$ cat src/hdl/irqtb_params.svh
// Offsets, field positions, reset values and counts of the interrupt and time base block.
`ifndef IRQTB_PARAMS_SVH
`define IRQTB_PARAMS_SVH
`define IRQTB_OFS_CTRL 8'h00
`define IRQTB_OFS_EN 8'h04
`define IRQTB_OFS_FLAG 8'h08
`define IRQTB_OFS_SRCF 8'h0C
`define IRQTB_OFS_SRCE 8'h10
`define IRQTB_OFS_PRESCALER_SOURCE_SELECT 8'h14
`define IRQTB_OFS_TBC 8'h18
`define IRQTB_OFS_VEC 8'h1C
`define IRQTB_NREQ 9
`define IRQTB_NSRC 16
`define IRQTB_POS_GIE 0
`define IRQTB_POS_TIME_BASE_ON 7
`define IRQTB_RST_PSC 2'h0
`define IRQTB_RST_TBR 3'h0
`define IRQTB_TB_BASE 8
`define IRQTB_RESP_OKAY 2'h0
`define IRQTB_RESP_SLVERR 2'h2
`endif

$ cat src/hdl/irqtb_pkg.sv
// Types shared by the interrupt and time base block.
package irqtb_pkg;
  // Request sources in fixed priority order, first is highest.
  typedef enum logic [3:0] {
    SRC_LV, SRC_PROT, SRC_UART, SRC_EE, SRC_TB, SRC_MF0, SRC_MF1, SRC_MF2, SRC_MF3
  } irqtb_src_type;
  // One vectoring event towards the core.
  typedef struct packed {
    logic valid;
    irqtb_src_type id;
  } irqtb_vec_type;
endpackage : irqtb_pkg

$ cat src/hdl/irqtb_top.sv
// Interrupt request, enable and vectoring logic with the time base and its prescaler.
//
// How it works
// - Low-voltage report sets low-voltage request flag.
// - Low-voltage vectors with global, own enable, stack free.
// - Taking low-voltage clears its flag and global enable.
// - Protection event sets protection request flag.
// - Protection vectors with global, own enable, stack free.
// - Taking protection clears its flag and global enable.
// - Any of six serial conditions raises serial interrupt.
// - Serial condition gives an active-low pulse.
// - Serial vectors with global, own enable, stack free.
// - Taking serial clears its flag and global enable.
// - Servicing leaves serial status flags untouched.
// - EEPROM erase or write end sets its flag.
// - EEPROM vectors with global, own enable, stack free.
// - Taking EEPROM clears its flag and global enable.
// - Divider overflow sets time-base flag; enables gate vector.
// - Taking time base clears its flag and global enable.
// - Source field picks system, system/4 or sub clock.
// - Time-base on bit enables divider, resets off.
// - Ratio field picks divider length, hence period.
// - Any grouped source event sets its group flag.
// - Group vectors need global, group, source enables.
// - Group service clears group flag, keeps source flags.
`timescale 1ns/1ps
`default_nettype none
`include "irqtb_params.svh"
module irqtb_top (
  input wire logic aclk, // System clock, 200 MHz.
  input wire logic aresetn, // Synchronous reset, active low.
  input wire logic [7:0] awaddr, // Write address.
  input wire logic awvalid, // Write address valid.
  output logic awready, // Write address ready.
  input wire logic [31:0] wdata, // Write data.
  input wire logic [3:0] wstrb, // Write byte strobes.
  input wire logic wvalid, // Write data valid.
  output logic wready, // Write data ready.
  output logic [1:0] bresp, // Write response.
  output logic bvalid, // Write response valid.
  input wire logic bready, // Write response ready.
  input wire logic [7:0] araddr, // Read address.
  input wire logic arvalid, // Read address valid.
  output logic arready, // Read address ready.
  output logic [31:0] rdata, // Read data.
  output logic [1:0] rresp, // Read response.
  output logic rvalid, // Read data valid.
  input wire logic rready, // Read data ready.
  input wire logic low_voltage, // Detector pin, high while supply is low.
  input wire logic motor_protection_event, // One-cycle protection event.
  input wire logic [5:0] uart_cond, // Serial conditions, level, high when present.
  input wire logic eeprom_cycle_done, // One-cycle end of erase or write.
  input wire logic [15:0] group_src_event, // One-cycle source events, four per group.
  input wire logic sub_clk, // Sub clock pin.
  input wire logic stack_full, // Core call stack is full.
  output irqtb_pkg::irqtb_vec_type vec, // Vector taken, one-cycle valid.
  output logic serial_irq_n // Active-low serial interrupt pulse.
);
  import irqtb_pkg::*;

  // Picks the lowest set bit, which is the highest priority.
  function automatic logic [8:0] prio_pick(input logic [8:0] r);
    logic [8:0] p;
    p = r & (~r + 9'h001);
    return p;
  endfunction : prio_pick

  // Turns a one-hot pick into its source index.
  function automatic logic [3:0] oh_index(input logic [8:0] oh);
    logic [3:0] i;
    i = 4'h0;
    for (int k = 0; k < `IRQTB_NREQ; k++)
      if (oh[k]) i = 4'(k);
    return i;
  endfunction : oh_index

  // True for every address that holds a register.
  function automatic logic is_mapped(input logic [7:0] a);
    return (a <= `IRQTB_OFS_VEC) && (a[1:0] == 2'h0);
  endfunction : is_mapped

  // Mask of the low counter bits that must all be ones at overflow.
  function automatic logic [15:0] tb_mask(input logic [2:0] r);
    return 16'((17'h00001 << (`IRQTB_TB_BASE + r)) - 17'h00001);
  endfunction : tb_mask

  logic awready_q, wready_q, bvalid_q, arready_q, rvalid_q; // Bus handshake state.
  logic [1:0] bresp_q, rresp_q; // Bus responses.
  logic [31:0] rdata_q, wdata_q; // Read data and held write data.
  logic [7:0] awaddr_q; // Held write address.
  logic [3:0] wstrb_q; // Held write strobes.
  logic global_irq_enable_q; // Global enable.
  logic [8:0] en_q; // Per request enables in source order.
  logic [8:0] flag_q; // Per request flags in source order.
  logic [15:0] srcf_q, srce_q; // Grouped source flags and enables.
  logic [1:0] prescaler_source_sel_q; // Prescaler clock source.
  logic time_base_on_q; // Time base running.
  logic [2:0] time_base_ratio_sel_q; // Divider length.
  logic [1:0] div4_q; // System clock divide by four counter.
  logic [15:0] tb_cnt_q; // Time base divider.
  logic lv_s1_q, lv_s2_q, lv_s3_q; // Low-voltage synchroniser and edge stage.
  logic sub_s1_q, sub_s2_q, sub_s3_q; // Sub clock synchroniser and edge stage.
  logic uart_any_q; // Serial conditions seen last cycle.
  logic serial_irq_n_q; // Serial pulse register.
  irqtb_vec_type vec_q; // Vector register.
  irqtb_src_type last_q; // Last vector taken, for software.

  // Write decode, fired once both address and data are held.
  wire wr_fire = !awready_q && !wready_q && !bvalid_q;
  wire wr_ok = wr_fire && is_mapped(awaddr_q);
  wire [15:0] wmask = {{8{wstrb_q[1]}}, {8{wstrb_q[0]}}};
  wire [15:0] wd = wdata_q[15:0] & wmask;
  wire wr_ctrl = wr_ok && awaddr_q == `IRQTB_OFS_CTRL && wstrb_q[0];
  wire wr_en = wr_ok && awaddr_q == `IRQTB_OFS_EN;
  wire wr_flag = wr_ok && awaddr_q == `IRQTB_OFS_FLAG;
  wire wr_srcf = wr_ok && awaddr_q == `IRQTB_OFS_SRCF;
  wire wr_srce = wr_ok && awaddr_q == `IRQTB_OFS_SRCE;
  wire wr_prescaler_source_select = wr_ok && awaddr_q == `IRQTB_OFS_PRESCALER_SOURCE_SELECT && wstrb_q[0];
  wire wr_tbc = wr_ok && awaddr_q == `IRQTB_OFS_TBC && wstrb_q[0];

  // Prescaler tick: every cycle, every fourth cycle, or each sub clock rise.
  wire sub_rise = sub_s2_q && !sub_s3_q;
  wire psc_tick = prescaler_source_sel_q[1] ? sub_rise :
                  prescaler_source_sel_q[0] ? (div4_q == 2'h3) : 1'b1;
  wire tb_ovf = time_base_on_q && psc_tick &&
                ((tb_cnt_q & tb_mask(time_base_ratio_sel_q)) ==
                 tb_mask(time_base_ratio_sel_q));

  // Event sources that set request flags.
  wire lv_rise = lv_s2_q && !lv_s3_q;
  wire uart_any = |uart_cond;
  wire uart_pulse = uart_any && !uart_any_q;
  wire [3:0] grp_set;
  wire [3:0] grp_ok;
  for (genvar g = 0; g < 4; g++)
  begin : g_grp
    assign grp_set[g] = |group_src_event[g*4 +: 4];
    assign grp_ok[g] = |(srcf_q[g*4 +: 4] & srce_q[g*4 +: 4]);
  end
  wire [8:0] set_v = {grp_set, tb_ovf, eeprom_cycle_done, uart_pulse,
                      motor_protection_event, lv_rise};

  // A request is eligible when flagged, enabled and, for groups, backed by a source.
  wire [8:0] req_ok = flag_q & en_q & {grp_ok, 5'h1F};
  wire [8:0] pick = prio_pick(req_ok);
  wire take = global_irq_enable_q && !stack_full && (req_ok != 9'h000);
  wire [8:0] take_oh = take ? pick : 9'h000;
  wire [8:0] flag_clr = (wr_flag ? wd[8:0] : 9'h000) | take_oh;
  // A new event in the clearing cycle survives, the set wins.
  wire [8:0] flag_d = (flag_q & ~flag_clr) | set_v;
  // Source flags clear only by software; servicing never touches them.
  wire [15:0] srcf_d = (srcf_q & ~(wr_srcf ? wd : 16'h0000)) | group_src_event;
  // Servicing clears the global enable, and wins over a software write that cycle.
  wire gie_d = take ? 1'b0 : wr_ctrl ? wdata_q[`IRQTB_POS_GIE] : global_irq_enable_q;

  // Read multiplexer; unmapped addresses read zero with an error.
  wire [7:0] ra = araddr;
  wire [31:0] rd_mux =
    (ra == `IRQTB_OFS_CTRL) ? {31'h0, global_irq_enable_q} :
    (ra == `IRQTB_OFS_EN) ? {23'h0, en_q} :
    (ra == `IRQTB_OFS_FLAG) ? {23'h0, flag_q} :
    (ra == `IRQTB_OFS_SRCF) ? {16'h0, srcf_q} :
    (ra == `IRQTB_OFS_SRCE) ? {16'h0, srce_q} :
    (ra == `IRQTB_OFS_PRESCALER_SOURCE_SELECT) ? {30'h0, prescaler_source_sel_q} :
    (ra == `IRQTB_OFS_TBC) ? {24'h0, time_base_on_q, 4'h0, time_base_ratio_sel_q} :
    (ra == `IRQTB_OFS_VEC) ? {28'h0, last_q} : 32'h0000_0000;

  // Write channel: address and data are taken in either order, then answered.
  always_ff @(posedge aclk)
  begin
    if (!aresetn)
    begin
      awready_q <= 1'b1;
      wready_q <= 1'b1;
      bvalid_q <= 1'b0;
      bresp_q <= `IRQTB_RESP_OKAY;
      awaddr_q <= 8'h00;
      wdata_q <= 32'h0000_0000;
      wstrb_q <= 4'h0;
    end
    else
    begin
      if (awvalid && awready_q)
      begin
        awaddr_q <= awaddr;
        awready_q <= 1'b0;
      end
      if (wvalid && wready_q)
      begin
        wdata_q <= wdata;
        wstrb_q <= wstrb;
        wready_q <= 1'b0;
      end
      if (wr_fire)
      begin
        bvalid_q <= 1'b1;
        bresp_q <= is_mapped(awaddr_q) ? `IRQTB_RESP_OKAY : `IRQTB_RESP_SLVERR;
      end
      // Readies return only after the answer, so one write is in flight.
      if (bvalid_q && bready)
      begin
        bvalid_q <= 1'b0;
        awready_q <= 1'b1;
        wready_q <= 1'b1;
      end
    end
  end

  // Read channel: data is captured at the address handshake.
  always_ff @(posedge aclk)
  begin
    if (!aresetn)
    begin
      arready_q <= 1'b1;
      rvalid_q <= 1'b0;
      rdata_q <= 32'h0000_0000;
      rresp_q <= `IRQTB_RESP_OKAY;
    end
    else if (arvalid && arready_q)
    begin
      arready_q <= 1'b0;
      rvalid_q <= 1'b1;
      rdata_q <= rd_mux;
      rresp_q <= is_mapped(araddr) ? `IRQTB_RESP_OKAY : `IRQTB_RESP_SLVERR;
    end
    else if (rvalid_q && rready)
    begin
      rvalid_q <= 1'b0;
      arready_q <= 1'b1;
    end
  end

  // Pin synchronisers; the first stage feeds only the second.
  always_ff @(posedge aclk)
  begin
    if (!aresetn)
      {lv_s1_q, lv_s2_q, lv_s3_q, sub_s1_q, sub_s2_q, sub_s3_q} <= 6'h00;
    else
      {lv_s1_q, lv_s2_q, lv_s3_q, sub_s1_q, sub_s2_q, sub_s3_q} <=
        {low_voltage, lv_s1_q, lv_s2_q, sub_clk, sub_s1_q, sub_s2_q};
  end

  // Control registers written by software.
  always_ff @(posedge aclk)
  begin
    if (!aresetn)
    begin
      en_q <= 9'h000;
      srce_q <= 16'h0000;
      prescaler_source_sel_q <= `IRQTB_RST_PSC;
      time_base_on_q <= 1'b0;
      time_base_ratio_sel_q <= `IRQTB_RST_TBR;
    end
    else
    begin
      if (wr_en) en_q <= (en_q & ~wmask[8:0]) | wd[8:0];
      if (wr_srce) srce_q <= (srce_q & ~wmask) | wd;
      if (wr_prescaler_source_select) prescaler_source_sel_q <= wdata_q[1:0];
      if (wr_tbc)
      begin
        time_base_on_q <= wdata_q[`IRQTB_POS_TIME_BASE_ON];
        time_base_ratio_sel_q <= wdata_q[2:0];
      end
    end
  end

  // Prescaler and time base divider; the divider holds while switched off.
  always_ff @(posedge aclk)
  begin
    if (!aresetn)
    begin
      div4_q <= 2'h0;
      tb_cnt_q <= 16'h0000;
    end
    else
    begin
      div4_q <= div4_q + 2'h1;
      if (time_base_on_q && psc_tick) tb_cnt_q <= tb_cnt_q + 16'h0001;
    end
  end

  // Flags, global enable, vector and serial pulse.
  always_ff @(posedge aclk)
  begin
    if (!aresetn)
    begin
      flag_q <= 9'h000;
      srcf_q <= 16'h0000;
      global_irq_enable_q <= 1'b0;
      vec_q <= '{valid: 1'b0, id: SRC_LV};
      last_q <= SRC_LV;
      uart_any_q <= 1'b0;
      serial_irq_n_q <= 1'b1;
    end
    else
    begin
      flag_q <= flag_d;
      srcf_q <= srcf_d;
      global_irq_enable_q <= gie_d;
      vec_q <= '{valid: take, id: irqtb_src_type'(oh_index(pick))};
      if (take) last_q <= irqtb_src_type'(oh_index(pick));
      uart_any_q <= uart_any;
      // Serial status levels are only observed here, never cleared.
      serial_irq_n_q <= !uart_pulse;
    end
  end

  assign awready = awready_q;
  assign wready = wready_q;
  assign bvalid = bvalid_q;
  assign bresp = bresp_q;
  assign arready = arready_q;
  assign rvalid = rvalid_q;
  assign rdata = rdata_q;
  assign rresp = rresp_q;
  assign vec = vec_q;
  assign serial_irq_n = serial_irq_n_q;
endmodule : irqtb_top
`default_nettype wire

$ cat config.mk
export PLATFORM = sky130hd
export DESIGN_NAME = irqtb_top
export DESIGN_NICKNAME = d
export VERILOG_FILES = /design/src/hdl/irqtb_pkg.sv /design/src/hdl/irqtb_top.sv
export VERILOG_INCLUDE_DIRS = /design/src /design/src/hdl
export SDC_FILE = /design/constraint.sdc
export NUM_CORES = 1
export LEC_CHECK = 0
export BUFFER_PORTS_ARGS = -buffer_cell sky130_fd_sc_hd__buf_2
export CORE_UTILIZATION = 45
export CTS_CLUSTER_SIZE = 24
export DETAILED_ROUTE_END_ITERATION = 7
export GPL_TIMING_DRIVEN = 1
export PLACE_DENSITY = 0.76
export SLEW_MARGIN = 10
export SYNTH_ARGS = -nofsm -noshare
export SYNTH_HDL_FRONTEND = slang
export SYNTH_SLANG_ARGS = --single-unit
$ cat constraint.sdc
create_clock -name aclk -period 3.1 [get_ports aclk]
set_input_delay 0 -clock aclk [delete_from_list [all_inputs] [get_ports aclk]]
set_output_delay 0 -clock aclk [all_outputs]
set_load 0.03 [all_outputs]
==> impl_metrics.json <==
{
  "critPathLaunchType": "register",
  "core.rowCount": 43,
  "postCtsHoldBufs": 58,
  "dieArea_um2": 14900,
  "fillers": 1251,
  "final_common_cell": "dfxtp_1",
  "ys.flop_type": "dfxtp_1",
  "grt_max_degree": 89,
  "worstSetupPathType": "register to register",
  "finalPower_mw": 4.34,
  "grt_pass1_vias": 5079,
  "drive_above_1_share_pct": 17.3,
  "setup_viol": 0,
  "place_hpwl_mm": 11.1,
  "crit_fanout": 7,
  "max_cap_violations": 0,
  "finalSetupTns_ns": 0,
  "synth_cell_types": 65,
  "num-nets-final": 931,
  "grt_pass1_wl_mm": 25.5,
  "io_pins": 133,
  "slew_headroom_pct": 48.9,
  "synth.avg_cell_area_um2": 9.19,
  "crit_required_ns": 3.41,
  "skew_ns": 0.00689,
  "vias_per_cell": 5.42,
  "status": "complete, no violations",
  "initialDrtViolationCount": 516,
  "use_met1_pct": 30.7,
  "clock_latency_ns": 0.42,
  "timing.fmax_ghz": 0.441,
  "ys_ff_latch": 140,
  "io_buffers": 96,
  "min_from": "arvalid",
  "ys_top_cells_by_area": "dfxtp_1 (43%), mux2i_1 (5.6%), nand2_1 (5.0%), nor2b_1 (4.4%), a21boi_0 (3.9%)",
  "grt.met3_usage_pct": 4.31,
  "synth-edff-count": 0,
  "rsz0062_at_grt": "no",
  "globalplace.congestion": 0.866,
  "power_density_nw_per_um2": 530,
  "fin_crit_sh_pct": 73.2,
  "cts_made_buffers": 17,
  "start_util_pct": 46.3,
  "ys_warn_count": 0,
  "async_reset_ff_share_pct": 0,
  "finalCriticalPeriod_ns": 2.27,
  "cp_slowest_stage_delay_ns": 0.43,
  "yosysSeqAreaShare_pct": 43.3,
  "overflow": 0,
  "grt_antenna_before_repair": 0,
  "tightest_slew_ns": 0.764,
  "antennaDiodeCount": 0,
  "hold-path-endpoint": "rresp[1]$_SDFFE_PN0P_",
  "worstPathArrival_ns": 2.58,
  "first_pass_iters": 5,
  "coreArea_um2": 14000,
  "grtUsageMet2_pct": 34.0,
  "cts_max_level": 4,
  "r2r-end": "last_q[0]$_SDFFE_PN0P_",
  "cts_resized": 0,
  "die_y_um": 122,
  "synth_top_area_share_pct": 43.3,
  "clockRootBuffer": "clkbuf_16",
  "layout_common_cells": "dfxtp_1 (140), buf_2 (95), nand2_1 (86), dlygate4sd3_1 (58), nor2b_1 (46)",
  "cts_tree": "yes",
  "crit_path_end_kind": "register",
  "cp_slowest_cell": "nor4b_4",
  "syn_area_um2": 6480,
  "netlist_instances": 705,
  "grt_use_total_pct": 22.2,
  "rrSetupSlack_ns": 0.83,
  "synth_largest_area_cell": "dfxtp_1",
  "dr_total_vias": 5615,
  "hold_path.class": "primary input to register",
  "p_leak_nw": 3.52,
  "die_w_um": 122,
  "final_max_slew_viol_count": 0,
  "min_path_cells": 3,
  "grt-busiest-layer": "met2",
  "cts_sinks": 140,
  "irDropWorstVdd_uv": 392,
  "totalWireLength_mm": 16.1,
  "post_cts_buffers": 0,
  "clockBufferDepth": 2,
  "hold_viol": 0,
  "drc": 0,
  "path_cells": "a22oi_1, nand3_1, nor4b_4, a21oi_1, mux2_1",
  "clk_pin_slew_worst_paths_ns": 0.06,
  "wire_per_inst_um": 15.5,
  "ff2ff_path_depth": 5,
  "ant_nets": 0,
  "areaGrowthSynthToFinish_pct": 26.4
}
## worst max-delay path, delay by kind of cell (launching register included)
kind,cells,cell delay (ns)
simple gates,2,0.71
compound gates,2,0.69
flops,1,0.38
mux,1,0.37
## power by group
part	internal (mW)	switching (mW)
Clock	1.26	0.798
Sequential	1.86	0.0579
Combinational	0.169	0.195
## Yosys cell counts, drive strengths merged (5+ instances only)
master	n
a22oi	16
dfxtp	140
nor3b	7
nand4	9
a21boi	54
o22ai	5
a21oi	14
and3	11
o21ai	21
buf	27
xnor2	6
inv	14
nor2	10
nor4	9
nor2b	46
o21a	23
mux2	6
and2	28
nand3	19
nand2b	9
nand2	86
xor2	6
a22o	11
nor3	5
mux2i	36
clkbuf	32
## worst max path at each step
| stage | end | depth (start not counted) | startpoint |
|---|---|---|---|
| after floorplan | srcf_q[8]$_SDFF_PN0_ | 6 | awaddr_q[0]$_SDFFE_PN0P_ |
| after global placement | srcf_q[11]$_SDFF_PN0_ | 5 | awaddr_q[0]$_SDFFE_PN0P_ |
| after detailed placement | last_q[0]$_SDFFE_PN0P_ | 5 | register |
| after CTS | last_q[0]$_SDFFE_PN0P_ | 5 | register |
| after global routing | last_q[1]$_SDFFE_PN0P_ | 5 | register |
| final | last_q[0]$_SDFFE_PN0P_ | 5 | register |
## routing by layer
metal | up-vias | wire length, um
met5 | - | 0
met4 | 0 | 263
met3 | 22 | 843
met2 | 191 | 7280
met1 | 2650 | 7660
li1 | 2752 | -
## kinds of logic after synthesis
family                     after synthesis  synth area share, %
AOI/OAI and AO/OA                      181                 20.7
xor gates and xnor gates                12                 1.62
adders and majority gates                2                0.386
buffers and inverters                   73                 5.39
DFF                                    140                 43.3
muxes                                   42                 6.60
other                                    1               0.0579
and+or+nand+nor                        254                 22.0
## through the flow
step	hold slack, ns	util, %	instance area, um2	std cells	worst slack [ns]
final	0.0536	58.5	8190	1036	0.832
after global routing	0.0811	58.5	8190	1036	0.656
after CTS	0.0383	58.5	8190	1036	0.866
after detailed placement	0.217	50.1	7010	946	0.874
after global placement	0.213	50.1	7010	946	0.922
after floorplan	0.100	-	6540	722	1.16
## cell type report
cell class	instances	area, um2	area share [%]
timing repair buffer	161	1120	13.6
clock buffer	17	425	5.20
inverter	14	52.6	0.642
sequential	140	2800	34.2
clock inverter	15	174	2.12
multi-input combinational	509	3390	41.4
tap	180	225	2.75
No activity file was read; power rests on OpenSTA's default activity.
